`src/design/tpw_pkg.sv`:
```
// constants, types and register map of the standard timer block
package tpw_pkg;

    // register byte addresses on the avalon slave
    localparam logic [7:0] ADDR_CTL0   = 8'h00;
    localparam logic [7:0] ADDR_CTL1   = 8'h04;
    localparam logic [7:0] ADDR_CNT_LO = 8'h08;
    localparam logic [7:0] ADDR_CNT_HI = 8'h0C;
    localparam logic [7:0] ADDR_CMPA_L = 8'h10;
    localparam logic [7:0] ADDR_CMPA_H = 8'h14;
    localparam logic [7:0] ADDR_CMPP   = 8'h18;
    localparam logic [7:0] ADDR_FLAGS  = 8'h1C;

    // timer_control_0 fields
    localparam int CTL0_PAUSE_BIT = 7;
    localparam int CTL0_CLK_LSB   = 4;
    localparam int CTL0_ON_BIT    = 3;

    // timer_control_1 fields
    localparam int CTL1_MODE_LSB = 6;
    localparam int CTL1_IO_LSB   = 4;
    localparam int CTL1_OC_BIT   = 3;
    localparam int CTL1_POL_BIT  = 2;
    localparam int CTL1_DPX_BIT  = 1;
    localparam int CTL1_CLR_BIT  = 0;

    // flag register fields, write one to clear
    localparam int FLAG_A_BIT = 0;
    localparam int FLAG_P_BIT = 1;

    // reset values
    localparam logic [7:0]  CTL_RESET = 8'h00;
    localparam logic [7:0]  BYTE_ZERO = 8'h00;
    localparam logic [15:0] CNT_RESET = 16'h0000;

    // prescaler terminal counts and the pwm duty used when compare P is zero
    localparam logic [1:0] DIV4_LAST  = 2'h3;
    localparam logic [3:0] DIV16_LAST = 4'hF;
    localparam logic [5:0] DIV64_LAST = 6'h3F;
    localparam logic [16:0] P_ZERO_DUTY = 17'h1_0000;

    typedef enum logic [1:0] {
        TPW_MODE_CMP   = 2'b00,
        TPW_MODE_UNDEF = 2'b01,
        TPW_MODE_PWM   = 2'b10,
        TPW_MODE_TMR   = 2'b11
    } tpw_mode_t;

    typedef enum logic [2:0] {
        TPW_CLK_SYS4  = 3'b000,
        TPW_CLK_SYS   = 3'b001,
        TPW_CLK_H16   = 3'b010,
        TPW_CLK_H64   = 3'b011,
        TPW_CLK_TBC   = 3'b100
    } tpw_clk_t;

    typedef struct packed {
        logic [7:0]  address;
        logic        read;
        logic        write;
        logic [31:0] writedata;
        logic [3:0]  byteenable;
    } tpw_av_req_t;

    typedef struct packed {
        logic [31:0] readdata;
        logic        waitrequest;
    } tpw_av_rsp_t;

endpackage : tpw_pkg

```
`src/design/tpw_timer.sv`:
```
// standard 16-bit timer with compare, pwm, single pulse and timer modes
//
// Local design decisions: the Avalon-MM interface to the registers and the register offsets.
module tpw_timer
    import tpw_pkg::*;
(
    // clock and reset
    input  wire logic                 clk_sys,
    input  wire logic                 rst_n,
    // internal clocks from other domains
    input  wire logic                 high_clock,
    input  wire logic                 time_base_clock,
    // avalon slave
    input  wire tpw_pkg::tpw_av_req_t av_req,
    output tpw_pkg::tpw_av_rsp_t      av_rsp,
    // output pin
    output logic                      pin_out,
    output logic                      pin_oe_n
);
    import tpw_pkg::*;

    logic [7:0]  ctl0;
    logic [7:0]  ctl1;
    logic [15:0] counter;
    logic [15:0] cmp_a;
    logic [7:0]  cmp_p;
    logic        flag_a;
    logic        flag_p;
    logic        on_prev;
    logic        ack;
    logic [31:0] rdata;
    logic [2:0]  h_sync;
    logic [2:0]  t_sync;
    logic [1:0]  div4;
    logic [5:0]  hdiv;
    logic        cmp_level;

    logic        on_bit;
    logic        pause_bit;
    tpw_clk_t    clock_select_field;
    tpw_mode_t   mode_field;
    logic [1:0]  output_function_field;
    logic        output_control_bit;
    logic        polarity_bit;
    logic        period_duty_swap_bit;
    logic        clear_select_bit;

    logic        h_edge;
    logic        t_edge;
    logic        tick;
    logic        on_rise;
    logic        cnt_en;
    logic [15:0] next_count;
    logic        match_a;
    logic        match_p;
    logic        clear_now;
    logic        cmp_like;
    logic        is_pwm;
    logic        is_single;
    logic        single_stop;
    logic [16:0] duty_val;
    logic        pwm_hi;
    logic        pwm_active;
    logic        pwm_level;
    logic        next_on;
    logic        bus_rd;
    logic        bus_wr;
    logic        wr_lane0;
    logic [31:0] next_rdata;

    assign on_bit                = ctl0[CTL0_ON_BIT];
    assign pause_bit             = ctl0[CTL0_PAUSE_BIT];
    assign clock_select_field    = tpw_clk_t'(ctl0[CTL0_CLK_LSB +: 3]);
    assign mode_field            = tpw_mode_t'(ctl1[CTL1_MODE_LSB +: 2]);
    assign output_function_field = ctl1[CTL1_IO_LSB +: 2];
    assign output_control_bit    = ctl1[CTL1_OC_BIT];
    assign polarity_bit          = ctl1[CTL1_POL_BIT];
    assign period_duty_swap_bit  = ctl1[CTL1_DPX_BIT];
    assign clear_select_bit      = ctl1[CTL1_CLR_BIT];

    // bus slave: one wait state, access completes when waitrequest is low
    assign av_rsp             = '{readdata:    rdata,
                                  waitrequest: (av_req.read | av_req.write) & ~ack};
    assign bus_rd             = av_req.read & ack;
    assign bus_wr             = av_req.write & ack;
    assign wr_lane0           = bus_wr & av_req.byteenable[0];

    always_ff @(posedge clk_sys or negedge rst_n) begin
        if (!rst_n) begin
            ack <= 1'b0;
        end else begin
            ack <= (av_req.read | av_req.write) & ~ack;
        end
    end

    always_comb begin
        next_rdata = 32'h0000_0000;
        case (av_req.address)
            ADDR_CTL0:   next_rdata[7:0] = {ctl0[7:3], 3'b000};
            ADDR_CTL1:   next_rdata[7:0] = ctl1;
            ADDR_CNT_LO: next_rdata[7:0] = counter[7:0];
            ADDR_CNT_HI: next_rdata[7:0] = counter[15:8];
            ADDR_CMPA_L: next_rdata[7:0] = cmp_a[7:0];
            ADDR_CMPA_H: next_rdata[7:0] = cmp_a[15:8];
            ADDR_CMPP:   next_rdata[7:0] = cmp_p;
            ADDR_FLAGS:  next_rdata[1:0] = {flag_p, flag_a};
            default:     next_rdata = 32'h0000_0000;
        endcase
    end

    always_ff @(posedge clk_sys or negedge rst_n) begin
        if (!rst_n) begin
            rdata <= 32'h0000_0000;
        end else if (av_req.read & ~ack) begin
            rdata <= next_rdata;
        end
    end

    // single pulse ends by match A clearing the on bit; a software write wins
    always_comb begin
        next_on = on_bit;
        if (wr_lane0 && av_req.address == ADDR_CTL0) begin
            next_on = av_req.writedata[CTL0_ON_BIT];
        end else if (single_stop) begin
            next_on = 1'b0;
        end
    end

    always_ff @(posedge clk_sys or negedge rst_n) begin
        if (!rst_n) begin
            ctl0 <= CTL_RESET;
        end else begin
            if (wr_lane0 && av_req.address == ADDR_CTL0) begin
                ctl0[7:4] <= av_req.writedata[7:4];
            end
            ctl0[CTL0_ON_BIT] <= next_on;
            ctl0[2:0]         <= 3'b000;
        end
    end

    always_ff @(posedge clk_sys or negedge rst_n) begin
        if (!rst_n) begin
            ctl1  <= CTL_RESET;
            cmp_a <= CNT_RESET;
            cmp_p <= BYTE_ZERO;
        end else if (wr_lane0) begin
            case (av_req.address)
                ADDR_CTL1:   ctl1 <= av_req.writedata[7:0];
                ADDR_CMPA_L: cmp_a[7:0] <= av_req.writedata[7:0];
                ADDR_CMPA_H: cmp_a[15:8] <= av_req.writedata[7:0];
                ADDR_CMPP:   cmp_p <= av_req.writedata[7:0];
                default:     ;
            endcase
        end
    end

    // two-flop synchronisers plus an edge history flop
    always_ff @(posedge clk_sys or negedge rst_n) begin
        if (!rst_n) begin
            h_sync <= 3'b000;
            t_sync <= 3'b000;
        end else begin
            h_sync <= {h_sync[1:0], high_clock};
            t_sync <= {t_sync[1:0], time_base_clock};
        end
    end

    assign h_edge = h_sync[1] & ~h_sync[2];
    assign t_edge = t_sync[1] & ~t_sync[2];

    always_ff @(posedge clk_sys or negedge rst_n) begin
        if (!rst_n) begin
            div4 <= 2'b00;
            hdiv <= 6'h00;
        end else begin
            div4 <= div4 + 2'b01;
            if (h_edge) begin
                hdiv <= hdiv + 6'h01;
            end
        end
    end

    always_comb begin
        case (clock_select_field)
            TPW_CLK_SYS4: tick = (div4 == DIV4_LAST);
            TPW_CLK_SYS:  tick = 1'b1;
            TPW_CLK_H16:  tick = h_edge & (hdiv[3:0] == DIV16_LAST);
            TPW_CLK_H64:  tick = h_edge & (hdiv == DIV64_LAST);
            TPW_CLK_TBC:  tick = t_edge;
            default:      tick = 1'b0;
        endcase
    end

    // mode decode
    always_comb begin
        case (mode_field)
            TPW_MODE_CMP: begin
                cmp_like = 1'b1;
                is_pwm   = 1'b0;
            end
            TPW_MODE_PWM: begin
                cmp_like = 1'b0;
                is_pwm   = 1'b1;
            end
            default: begin
                cmp_like = 1'b1;
                is_pwm   = 1'b0;
            end
        endcase
    end

    assign is_single   = is_pwm & (output_function_field == 2'b11);
    assign on_rise     = on_bit & ~on_prev;
    assign cnt_en      = on_bit & ~pause_bit & tick & ~on_rise;
    assign next_count  = counter + 16'h0001;
    assign match_a     = cnt_en & (next_count == cmp_a);
    assign match_p     = cnt_en & (next_count == {cmp_p, 8'h00});
    assign single_stop = is_single & match_a;

    // clear source: clear select in compare/timer, swap bit in pwm, no clear in single pulse
    always_comb begin
        if (cmp_like) begin
            clear_now = clear_select_bit ? match_a : match_p;
        end else if (is_single) begin
            clear_now = 1'b0;
        end else begin
            clear_now = period_duty_swap_bit ? match_a : match_p;
        end
    end

    always_ff @(posedge clk_sys or negedge rst_n) begin
        if (!rst_n) begin
            on_prev <= 1'b0;
        end else begin
            on_prev <= on_bit;
        end
    end

    always_ff @(posedge clk_sys or negedge rst_n) begin
        if (!rst_n) begin
            counter <= CNT_RESET;
        end else if (on_rise) begin
            counter <= CNT_RESET;
        end else if (cnt_en) begin
            counter <= clear_now ? CNT_RESET : next_count;
        end
    end

    // sticky flags, a new match wins over a same-cycle clear
    always_ff @(posedge clk_sys or negedge rst_n) begin
        if (!rst_n) begin
            flag_a <= 1'b0;
            flag_p <= 1'b0;
        end else begin
            flag_a <= match_a |
                (flag_a & ~(wr_lane0 && av_req.address == ADDR_FLAGS &&
                            av_req.writedata[FLAG_A_BIT]));
            flag_p <= (match_p & ~(cmp_like & clear_select_bit) & ~is_single) |
                (flag_p & ~(wr_lane0 && av_req.address == ADDR_FLAGS &&
                            av_req.writedata[FLAG_P_BIT]));
        end
    end

    // compare mode pin level, loaded from the output control bit on enable, then moved by match A only
    always_ff @(posedge clk_sys or negedge rst_n) begin
        if (!rst_n) begin
            cmp_level <= 1'b0;
        end else if (on_rise && mode_field == TPW_MODE_CMP) begin
            cmp_level <= output_control_bit;
        end else if (match_a && mode_field == TPW_MODE_CMP) begin
            case (output_function_field)
                2'b01:   cmp_level <= 1'b0;
                2'b10:   cmp_level <= 1'b1;
                2'b11:   cmp_level <= ~cmp_level;
                default: cmp_level <= cmp_level;
            endcase
        end
    end

    // pwm duty: counter below duty value means active
    assign duty_val = period_duty_swap_bit ?
        ((cmp_p == BYTE_ZERO) ? P_ZERO_DUTY : {1'b0, cmp_p, 8'h00}) :
        {1'b0, cmp_a};
    assign pwm_hi   = ({1'b0, counter} < duty_val);

    always_comb begin
        case (output_function_field)
            2'b00:   pwm_active = 1'b0;
            2'b01:   pwm_active = 1'b1;
            2'b10:   pwm_active = pwm_hi;
            default: pwm_active = on_bit;
        endcase
    end

    assign pwm_level = pwm_active ? output_control_bit : ~output_control_bit;

    always_ff @(posedge clk_sys or negedge rst_n) begin
        if (!rst_n) begin
            pin_out  <= 1'b0;
            pin_oe_n <= 1'b1;
        end else begin
            pin_out  <= (is_pwm ? pwm_level : cmp_level) ^ polarity_bit;
            pin_oe_n <= ~(is_pwm | (mode_field == TPW_MODE_CMP));
        end
    end

    chk_reserved_clock: assert property (@(posedge clk_sys) disable iff (!rst_n)
        (ctl0[6:4] > 3'b100) |-> !tick) else $error("reserved clock still ticks");

    chk_on_rise_zero: assert property (@(posedge clk_sys) disable iff (!rst_n)
        on_rise |=> (counter == CNT_RESET)) else $error("counter not cleared on enable");

    chk_off_holds: assert property (@(posedge clk_sys) disable iff (!rst_n)
        !on_bit |=> (counter == $past(counter))) else $error("counter moved while off");

    chk_pause_holds: assert property (@(posedge clk_sys) disable iff (!rst_n)
        (pause_bit && !on_rise) |=> $stable(counter)) else $error("counter moved in pause");

    chk_count_step: assert property (@(posedge clk_sys) disable iff (!rst_n)
        (cnt_en && !clear_now) |=> (counter == $past(counter) + 16'h0001))
        else $error("counter did not step by one");

    chk_clear_on_a: assert property (@(posedge clk_sys) disable iff (!rst_n)
        (cmp_like && clear_select_bit && match_a && !on_rise) |=> (counter == CNT_RESET))
        else $error("match A did not clear counter");

    chk_toggle_pin: assert property (@(posedge clk_sys) disable iff (!rst_n)
        (mode_field == TPW_MODE_CMP && match_a && !on_rise && output_function_field == 2'b11)
        |=> (cmp_level != $past(cmp_level))) else $error("toggle did not toggle");

    chk_no_p_flag: assert property (@(posedge clk_sys) disable iff (!rst_n)
        (cmp_like && clear_select_bit && !flag_p) |=> !flag_p)
        else $error("P flag set with A clearing");

    chk_pin_follows: assert property (@(posedge clk_sys) disable iff (!rst_n)
        (mode_field == TPW_MODE_CMP) |=> (pin_out == ($past(cmp_level) ^ $past(polarity_bit))))
        else $error("pin level wrong");

    chk_single_stop: assert property (@(posedge clk_sys) disable iff (!rst_n)
        (single_stop && !(wr_lane0 && av_req.address == ADDR_CTL0)) |=> !on_bit)
        else $error("single pulse did not end");

    chk_ctl0_low_zero: assert property (@(posedge clk_sys) disable iff (!rst_n)
        (bus_rd && av_req.address == ADDR_CTL0) |-> (rdata[2:0] == 3'b000))
        else $error("unimplemented bits read nonzero");

endmodule : tpw_timer

```
`config.mk`:
```
export PLATFORM = sky130hd
export DESIGN_NAME = tpw_timer
export DESIGN_NICKNAME = d
export VERILOG_FILES = /design/src/design/tpw_pkg.sv /design/src/design/tpw_timer.sv
export SDC_FILE = /design/constraint.sdc
export NUM_CORES = 1
export LEC_CHECK = 0
export BUFFER_PORTS_ARGS = -buffer_cell sky130_fd_sc_hd__buf_4
export CORE_ASPECT_RATIO = 1.4
export CORE_MARGIN = 2
export CORE_UTILIZATION = 50
export DETAILED_ROUTE_END_ITERATION = 12
export MAX_ROUTING_LAYER = met4
export PLACE_DENSITY_LB_ADDON = 0.15
export REMOVE_ABC_BUFFERS = 1
export SLEW_MARGIN = 20
export SYNTH_ARGS = -nofsm -noshare
export SYNTH_HDL_FRONTEND = slang
export SYNTH_SLANG_ARGS = --single-unit
```
`constraint.sdc`:
```
create_clock -name clk_sys -period 3 [get_ports clk_sys]
set_input_delay 0.15 -clock clk_sys [delete_from_list [all_inputs] [get_ports clk_sys]]
set_output_delay 0.15 -clock clk_sys [all_outputs]
set_load 0.02 [all_outputs]
```
# Word-level counts from Yosys, hierarchy flattened
# Cells that the tools add are included.
# op_classes
add_sub_neg	3
multipliers	0
div_mod_pow	0
magnitude_cmp	1
n_eq_ne	20
n_shift	0
mux	22
bitwise_logic	39
n_reduce_logical	20
# ops
operator	count
$mux W16	3
$pmux W6 S7	1
$mux W17	2
$eq A16 B16 Y1	2
$eq A8 B5 Y1 const B	4
$and A1 B1 Y1	21
$lt A16 B17 Y1	1
$add A16 B1 Y16 const B	1
$eq A8 B4 Y1 const B	2
$logic_not A8 Y1	2
$pmux W2 S7	1
$not A1 Y1	13
$mux W1	12
$reduce_and A2 Y1	5
$eq A2 B2 Y1 const B	4
$eq A8 B3 Y1 const B	1
$add A6 B1 Y6 const B	1
$eq A3 B2 Y1 const B	2
$eq A6 B6 Y1 const B	1
$logic_and A1 B1 Y1	6
$pmux W1 S3	2
$reduce_bool A2 Y1	3
$pmux W1 S5	1
$eq A4 B4 Y1 const B	1
other kinds (9)	13
# totals
ff_bits	82
latch_bits	0
ramBits	0
mem_bits_ro	0
elab_cells	124
n_memories	0

# Longest topological paths before layout
# Gate-level depths: netlist (run 1).
# depth
depth_word	13
ltp_mapped	12
mapped_depth_nobuf	10

# Worst setup path after synthesis (run 1)
# OpenSTA, ideal clock, no wires.
# synth_timing
path_type	reg-to-reg
start	register counter[1]
end	register counter[14]
setup_ns	0.129
t_arrival_ns	2.654
required_ns	2.871
slack_ns	0.217
stages_incl_launch_ff	12
n_path_buf	2
cell_sequence	dfrtp_1 -> ha_1 -> nand3_2 -> buf_6 -> or4_4 -> and3_1 -> a2111o_1 -> nor4_2 -> nand3_2 -> buf_6 -> a31oi_1 -> o22ai_1
# synth_via
elab_chain_cells	9
word_cells_on_any_way	12
cone_classes	1 x add/sub; 2 x eq/ne; 7 x mux; 2 x bitwise
# synth_lines
element	line_no	rtl
start, declared	tpw_timer.sv:24	logic [15:0] counter;
start signal, assigned	tpw_timer.sv:245	counter <= clear_now ? CNT_RESET : next_count;
$add A16 B1 Y16 *	tpw_timer.sv:215	assign next_count = counter + 16'h0001;
$eq A16 B16 Y1 (on tied branches)	tpw_timer.sv:217, tpw_timer.sv:216	
$and A1 B1 Y1 (on tied branches)	tpw_timer.sv:217, tpw_timer.sv:216	
$mux W1	tpw_timer.sv:227	clear_now = period_duty_swap_bit ? match_a : match_p;
$mux W1	tpw_timer.sv:224	end else if (is_single) begin
$mux W1	tpw_timer.sv:222	if (cmp_like) begin
$mux W16 *	tpw_timer.sv:245	
$mux W16 *	tpw_timer.sv:244	end else if (cnt_en) begin
$mux W16 *	tpw_timer.sv:242	end else if (on_rise) begin
# Mark *: on every way between the ends. The rest lies on a longest branch, timed or not. The select of a mux whose other input is x is not followed.
# A chain may end at the register's enable or synchronous reset.

# Worst setup path after layout (run 1)
# layout_timing
start	register counter[5]
end	register cmp_level
# layout_via
elab_chain_cells	6
# layout_lines
element	line_no	rtl
$add A16 B1 Y16	tpw_timer.sv:215	
$eq A16 B16 Y1	tpw_timer.sv:216	assign match_a = cnt_en & (next_count == cmp_a);
$and A1 B1 Y1	tpw_timer.sv:216	
$logic_and A1 B1 Y1	tpw_timer.sv:270	end else if (match_a && mode_field == TPW_MODE_CMP) begin
$reduce_bool A2 Y1 (no line)	-	
$reduce_and A2 Y1 (no line)	-	
end signal, assigned	tpw_timer.sv:269	cmp_level <= output_control_bit;
end signal, assigned	tpw_timer.sv:274	2'b11: cmp_level <= ~cmp_level;
end signal, assigned	tpw_timer.sv:275	default: cmp_level <= cmp_level;
end, declared	tpw_timer.sv:36	logic cmp_level;
# No other way between the ends.

==> results of run 1 <==
==> routing by layer <==
| layer | GRT usage | up-vias | part of all wire |
|---|---|---|---|
| met3 | 0.0266 | 43 | 0.029 |
| li1 | - | 2165 | - |
| met2 | 0.466 | 111 | 0.51 |
| met5 | - | - | 0 |
| met4 | 0.157 | 0 | 0.052 |
| met1 | 0.326 | 2260 | 0.41 |
==> power breakdown <==
group	total [mW]	leakage [nW]	internal (mW)	switching [mW]
registers	1.20	1.10	1.16	0.0473
clock network	1.21	0.154	0.736	0.476
logic	0.241	1.68	0.0971	0.144
==> critical path: stages, from the launching register on <==
cell	delay (ns)
dfrtp_1	0.41
nand3_4	0.11
buf_4	0.20
or4_4	0.53
mux2i_1	0.26
a21bo_2	0.26
nor3_1	0.39
nand2_1	0.19
o31a_1	0.32
o221ai_1	0.16
==> stage by stage <==
stage                util  instances
floorplan               -        537
global placement    0.543        754
detailed placement  0.543        754
CTS                 0.574        772
global route        0.582        776
finish              0.582        776
==> flip-flops by register name (all words and copies together), names as in the netlist, 3 cells and up <==
name	count
t_sync	3
counter	16
cmp_a	16
cmp_p	8
ctl0	5
hdiv	6
h_sync	3
ctl1	8
rdata	8
==> cell usage after synthesis (3+ instances only) <==
cell | n | area (sq um)
buf_6 | 3 | 33.8
o31ai_1 | 4 | 30.0
nand2_1 | 53 | 199
and3_1 | 10 | 62.6
a2111oi_0 | 3 | 26.3
clkbuf_1 | 20 | 75.1
a21oi_1 | 16 | 80.1
nand2b_1 | 11 | 68.8
xnor3_1 | 6 | 135
nand3b_1 | 7 | 52.6
nor3b_1 | 4 | 30.0
inv_1 | 13 | 48.8
o311ai_0 | 3 | 26.3
nor4_1 | 9 | 56.3
xnor2_1 | 21 | 184
buf_2 | 6 | 30.0
nand4b_1 | 7 | 61.3
nand4_1 | 7 | 43.8
o21ai_0 | 22 | 110
o2111ai_1 | 3 | 26.3
a22oi_1 | 4 | 30.0
o211ai_1 | 4 | 30.0
nor2b_1 | 8 | 50.1
nand3_1 | 20 | 100
xor2_1 | 11 | 96.3
nor2_1 | 25 | 93.8
mux2_2 | 40 | 450
a31oi_1 | 11 | 68.8
o22ai_1 | 5 | 31.3
or3_1 | 3 | 18.8
dfrtp_1 | 81 | 2030
a21o_1 | 4 | 30.0
mux2i_1 | 19 | 190
buf_4 | 33 | 248
ha_1 | 19 | 238
nor3_1 | 10 | 50.1
==> timing repair <==
| item | in CTS | in global routing |
|---|---|---|
| hold buffers | 2 | 1 |
| endpoints found under the hold margin | 2 | 81 |
| resized for setup | 0 | 11 |
| buffers inserted | 0 | 3 |
| endpoints found under the setup margin | 0 | 18 |
==> kinds of logic after synthesis <==
kind of cell             after synthesis  share of synthesized area
buffers and inverters                 78                     0.0788
other                                  1                   0.000660
flip-flops                            82                      0.361
AO/OA/AOI/OAI                        107                      0.130
adder cells (fa/ha/maj)               19                     0.0418
multiplexers                          61                      0.121
XOR/XNOR                              39                     0.0773
AND/OR/NAND/NOR                      192                      0.189
==> area by class of cell <==
class / count / area, sq um
inverters: 13 / 48.8
repair buffers: 79 / 604
clock buffers: 9 / 225
well taps: 144 / 180
multi-input cells: 442 / 3320
clock inverters: 7 / 100
fillers: 1049 / 4690
flip-flops and latches: 82 / 2050
==> final timing paths <==
kind | startpoint | endpoint | slack, ns
setup / recovery | counter[5] | cmp_level | 0.07
hold / removal | av_req[9] | cmp_a[13] | 0.06
setup reg to reg | counter[5] | cmp_level | 0.07
hold reg to reg | h_sync[0] | h_sync[1] | 0.36
max in group asynchronous | rst_n | counter[4] | 2.08
min in group asynchronous | rst_n | cmp_p[7] | 0.42
==> impl_metrics.toml, run 1 <==
[floorplanning]
die_x_microns = 94.1
core_area_sq_um = 11200
initial_core_util = 0.506
rows = 46
ioPinCount = 85
die_area_sq_um = 12200
die_h_microns = 130

[detailed_routing]
via_per_inst = 5.90
via_count = 4579
drt-initial-drc-count = 218
routedWlPerCell_microns = 20.1
drc = 0
ant_nets = 0
drtPass1Iterations = 7
routed_wl_mm = 15.6

[grt]
antenna_found_initial = 0
grtUsageTotal = 0.278
grt_max_degree = 83
grt_pass1_vias = 4541
grt_pass1_wl_mm = 24.8
grt_overflow_total = 0

[setup_path]
cp.arrival_ns = 3.18
r2r_cells = 9
path_class = "reg -> reg"
worstSetupStartpointType = "register"
crit_path_max_fanout = 13
crit_required_ns = 3.25
critPathCaptureType = "register"

[cts]
clockBufferDepth = 2
cts_tree = "built"
cts_num_sinks = 82
clock_latency_ns = 0.35
root_buffer = "clkbuf_16"
htreeDepth = 3
numCtsBuffers = 9
cts.clk_slew.worst_paths_ns = 0.06

[pwr]
p_per_area_nw_per_um2 = 407
power.total_mw = 2.66
peakVddDrop_mv = 0.237
power_leakage_nw = 2.93

[layout]
areaGrowthSynthToFinish_pct = 15.0
n_antenna_cell = 0
stdcell_area_sq_um = 6530
drive_gt1_frac = 0.247
mostFrequentLayoutCell = "dfrtp_1"
final_cell_mix = "dfrtp_1, buf_4, nand2_1"
layout.nets = 696

[sta]
skew_ns = 0.00764
finalMaxSlewViolations = 0
finalHoldViolCount = 0
fmax_ghz = 0.342
fin_ws_ns = 0.0745
fin_tns_setup_ns = 0
whs_ns = 0.0606
relSlewSlack = 0.495
fin_crit_ns = 2.93
setup_viol = 0
final.period_utilization = 0.975
worstMarginPinSlew_ns = 0.758

[job]
maxCapViolCount = 0

[synth]
syn_area_sq_um = 5680
synth_edf_count = 0
synth-async-reset-ratio = 1.00
syn-mean-instance-area_sq_um = 9.81
syn-instance-count = 579
synth_cell_types = 73
ys_warn_count = 0
ys.flop_type = "dfrtp_1"
ys_seq_elements = 82
ys_seq_area_frac = 0.361

[place]
dpl_cell_area_sq_um = 6100
place_ws_ns = 0.103
io_buffer_count = 33
gp_congestion = 0.951
place_hpwl_mm = 11.9

[outcome]
run_status = "complete, no violations"

[hold_path]
whs_path_depth = 3
hp-class = "in -> reg"
Note: power is estimated with default switching activity, not from simulation.
==> run 2, diff against run 1 <==
Settings changed: CELL_PAD_IN_SITES_DETAIL_PLACEMENT set to 2, CELL_PAD_IN_SITES_GLOBAL_PLACEMENT set to 2, CORE_UTILIZATION 50 to 33.
==> run 2 against run 1 <==
Effect of this change:
- register-to-register slack worse by 0.06 ns
- sequential share of layout area is 2.1 points lower
- routed wire length is 35% higher
- non-clock buffer count is 22 higher
- hold slack better by 0.0072 ns
- worst setup slack worse by 0.064 ns
- flip-flop and latch count stayed put
- first-iteration DRC count is 25% lower
- design area is 7.1% higher
- critical path type unchanged
- clock-buffer cell count stayed put
- clock skew is 0.0031 ns higher
- critical path depth is 3 higher
==> impl_metrics.toml, run 2 (synthesized netlist as in run 1, its figures left out) <==
[outcome]
run_status = "complete, no violations"

[cts]
numCtsBuffers = 9
cts_tree = "built"
clock_latency_ns = 0.36
htreeDepth = 3
root_buffer = "clkbuf_16"
cts_num_sinks = 82
cts.clk_slew.worst_paths_ns = 0.07
clockBufferDepth = 2

[detailed_routing]
via_count = 4817
routed_wl_mm = 21.0
routedWlPerCell_microns = 24.5
drc = 0
drtPass1Iterations = 5
ant_nets = 0
via_per_inst = 5.62
drt-initial-drc-count = 164

[grt]
grtUsageTotal = 0.234
grt_pass1_vias = 5368
grt_pass1_wl_mm = 31.3
grt_max_degree = 83
grt_overflow_total = 0
antenna_found_initial = 0

[setup_path]
crit_path_top_delay_cell = "or4_4"
critPathCaptureType = "register"
crit_top_cell = "buf_6"
r2r_start = "counter[1]"
cp.arrival_ns = 3.21
crit_required_ns = 3.22
worstSetupStartpointType = "register"
cp_slowest_stage_delay_ns = 0.54
crit_path_max_fanout = 6
path_delay_family = "simple AND/OR/NAND/NOR gates"
path_cells = "ha_4, nand3_4, buf_6, or4_4, and3_4, a2111o_1, nor4_2, nand3_2, buf_12, nand2_4, buf_6, o211ai_1"
path_class = "reg -> reg"
worstSetupStartpoint = "counter[1]"
crit_buf_inv = 3

[place]
place_hpwl_mm = 15.8
gp_congestion = 0.911
io_buffer_count = 33
place_ws_ns = -0.0721

[sta]
setup_viol = 0
rsz0062_at_grt = "true"
final.period_utilization = 0.997
fin_tns_setup_ns = 0
finalHoldViolCount = 0
relSlewSlack = 0.469
fmax_ghz = 0.334
worstMarginPinSlew_ns = 0.796
finalMaxSlewViolations = 0
skew_ns = 0.0107
fin_ws_ns = 0.0104
whs_ns = 0.0678
fin_crit_ns = 2.99

[floorplanning]
die_area_sq_um = 18300
die_h_microns = 159
die_x_microns = 115
rows = 56
initial_core_util = 0.338
ioPinCount = 85
core_area_sq_um = 16800

[layout]
mostFrequentLayoutCell = "buf_4"
reg.largest.list = "cmp_a (16), counter (16)"
n_antenna_cell = 0
drive_gt1_frac = 0.297
areaGrowthSynthToFinish_pct = 23.1
final_cell_mix = "buf_4, dfrtp_1, nand2_1"
layout.nets = 718
n_fill_cell = 1791

[hold_path]
hp-class = "in -> reg"
hp-start = "av_req[7]"

[pwr]
peakVddDrop_mv = 0.236
power_leakage_nw = 3.05
p_per_area_nw_per_um2 = 362

[job]
maxCapViolCount = 0
-- run 2: stage by stage --
step                      instance area (sq um)  instances  power, mW   util
final                                      7000        857       2.53  0.416
after global placement                     6310        830       1.46  0.375
after CTS                                  6620        848       2.56  0.394
after detailed placement                   6310        830       1.48  0.375
after global routing                       7000        857       2.65  0.416
after floorplan                            5370        537       1.35      -
-- run 2: report_power, final --
part	switching (mW)	internal (mW)	total [mW]
logic	0.154	0.100	0.254
registers	0.0498	1.16	1.21
clock network	0.508	0.567	1.08
total	0.711	1.82	2.53
-- run 2: final cells by class --
cell class | instances | area, sq um | area share
tap | 203 | 254 | 0.0363
clock buffer | 9 | 225 | 0.0322
clock inverter | 7 | 51.3 | 0.00733
multi-input combinational | 442 | 3490 | 0.499
sequential | 82 | 2050 | 0.294
inverter | 13 | 48.8 | 0.00698
timing repair buffer | 101 | 870 | 0.124
-- run 2: path summary, 6_finish.rpt --
check                         endpoint  slack, ns  cells past startpoint
max reg2reg                counter[10]       0.01                     12
min in group asynchronous      div4[1]       0.43                      2
min reg2reg                  t_sync[1]       0.36                      0
max                        counter[10]       0.01                     12
max in group asynchronous   counter[3]       2.02                      2
min                           cmp_p[3]       0.07                      2
-- run 2: what timing repair did --
item / in CTS / in global routing
cloned: 0 / 3
setup buffers: 0 / 5
hold buffers: 2 / 1
pin swaps: 0 / 16
resized for setup: 3 / 42
setup endpoints to repair: 3 / 18
endpoints found under the hold margin: 2 / 81
-- run 2: routing by layer --
| metal | up-vias | part of all wire | global-route usage |
|---|---|---|---|
| met5 | - | 0 | - |
| met4 | 0 | 0.048 | 0.0991 |
| met3 | 51 | 0.023 | 0.0308 |
| met2 | 98 | 0.55 | 0.429 |
| met1 | 2456 | 0.37 | 0.246 |
| li1 | 2212 | - | - |
-- run 2: worst reg2reg max path, delay by kind of cell (launching register included) --
family	cells	cell delay [ns]
adders and majority gates	1	0.17
DFF	1	0.40
buffers and inverters	3	0.49
AOI/OAI and AO/OA	2	0.41
and+or+nand+nor	6	1.40
==> run 3, diff against run 2 <==
Settings changed: BUFFER_PORTS_ARGS -buffer_cell sky130_fd_sc_hd__buf_4 to unset, CORE_UTILIZATION 33 to 37, DONT_BUFFER_PORTS set to 1.
==> run 3 against run 2 <==
Effect of this change:
- power increased by 4.4%
- sequential power about the same
- largest power group unchanged
- combinational power decreased by 9.8%
==> impl_metrics.toml, run 3 (synthesized netlist as in run 1, its figures left out) <==
[cts]
cts_tree = "built"
root_buffer = "clkbuf_16"
cts_num_sinks = 82
cts.clk_slew.worst_paths_ns = 0.07
htreeDepth = 3
clock_latency_ns = 0.35
clockBufferDepth = 2
numCtsBuffers = 9

[place]
gp_congestion = 0.904
place_hpwl_mm = 15.4
io_buffer_count = 0
dp_cells = 790

[detailed_routing]
routed_wl_mm = 21.2
drc = 0
via_count = 4853
routedWlPerCell_microns = 25.6
via_per_inst = 5.88
drtPass1Iterations = 5
ant_nets = 0
drt-initial-drc-count = 259

[sta]
fmax_ghz = 0.341
relSlewSlack = 0.510
skew_ns = 0.00657
fin_tns_setup_ns = 0
fin_crit_ns = 2.93
finalMaxSlewViolations = 0
finalHoldViolCount = 0
rsz0062_at_grt = "true"
setup_viol = 0
whs_ns = 0.0204
worstMarginPinSlew_ns = 0.734
final.period_utilization = 0.977

[floorplanning]
die_h_microns = 151
rows = 53
die_x_microns = 109
core_area_sq_um = 15100
ioPinCount = 85
die_area_sq_um = 16400
initial_core_util = 0.377

[outcome]
run_status = "complete, no violations"

[pwr]
power_switching_mw = 0.671
seq_power_share = 0.458
power.total_mw = 2.65
peakVddDrop_mv = 0.368
comb_power_share = 0.087
clockPowerShare = 0.456
p_per_area_nw_per_um2 = 391
power_leakage_nw = 2.93
p_int_mw = 1.98
p_sw_frac = 0.253

[layout]
areaGrowthSynthToFinish_pct = 19.2
multiInputGateArea_sq_um = 3430
layout.nets = 698
seqCellArea_sq_um = 2050
fin_cells = 826
n_fill_cell = 1595
final_cell_mix = "dfrtp_1, buf_4, nand2_1"
reg.largest.list = "cmp_a (16), counter (16)"
mostFrequentLayoutCell = "dfrtp_1"
n_antenna_cell = 0
drive_gt1_frac = 0.252

[setup_path]
critPathCaptureType = "register"
crit_path_max_fanout = 7
crit_required_ns = 3.23
path_class = "reg -> reg"
cp.arrival_ns = 3.16
worstSetupStartpointType = "register"

[grt]
antenna_found_initial = 0
grt_pass1_vias = 5461
grt_max_degree = 83
grtUsageTotal = 0.271
grt_overflow_total = 0
grt_pass1_wl_mm = 31.7

[hold_path]
hp-class = "in -> reg"

[job]
maxCapViolCount = 0
==> run 3: layout make-up <==
cell class	instances	area share
inverter	13	0.00720
clock inverter	7	0.0139
sequential	82	0.303
clock buffer	9	0.0333
timing repair buffer	81	0.0999
multi-input combinational	442	0.507
tap	192	0.0355
==> run 3: what timing repair did <==
item,in CTS,in global routing
cloned,0,2
setup endpoints to repair,12,18
pin swaps,0,6
setup buffers,0,6
hold buffers,12,0
hold endpoints to repair,119,0
gates resized for setup,4,30
==> run 3: final timing paths <==
kind / depth (start not counted) / from / to / slack [ns]
setup / recovery: 10 / counter[8] / counter[8] / 0.07
hold / removal: 3 / av_req[40] / flag_a / 0.02
setup reg to reg: 10 / counter[8] / counter[8] / 0.07
hold reg to reg: 0 / h_sync[0] / h_sync[1] / 0.36
max in group asynchronous: 2 / rst_n / counter[4] / 2.26
min in group asynchronous: 2 / rst_n / cmp_p[6] / 0.40
==> run 3: power groups by stage <==
stage                     logic (mW)  clock network [mW]  registers [mW]
after floorplan                0.135                   0            1.21
after global placement         0.165                   0            1.22
after detailed placement       0.181                   0            1.23
after CTS                      0.228                1.24            1.21
after global routing           0.254                1.28            1.22
final                          0.229                1.21            1.21
==> run 3: critical path, cell delays in order (launching register included) <==
cell      delay, ns
dfrtp_1        0.40
buf_4          0.20
nand3_1        0.15
or4_4          0.53
and3_4         0.19
a2111o_1       0.39
nor4_2         0.26
nand3_2        0.22
buf_6          0.21
a31oi_1        0.17
mux2i_1        0.09
==> run 3: metal layers <==
layer,global-route usage,share of wire,vias up
met4,0.117,0.038,0
met2,0.508,0.56,109
met1,0.275,0.37,2530
met5,-,0,-
met3,0.0398,0.025,45
li1,-,-,2169
==> run 3: through the flow <==
| step | util | area (sq um) | setup slack, ns |
|---|---|---|---|
| after floorplan | - | 5370 | 0.0691 |
| after global routing | 0.450 | 6770 | -0.0749 |
| after detailed placement | 0.403 | 6070 | -0.0728 |
| after CTS | 0.435 | 6540 | 0.0245 |
| after global placement | 0.403 | 6070 | 0.0391 |
| final | 0.450 | 6770 | 0.0704 |
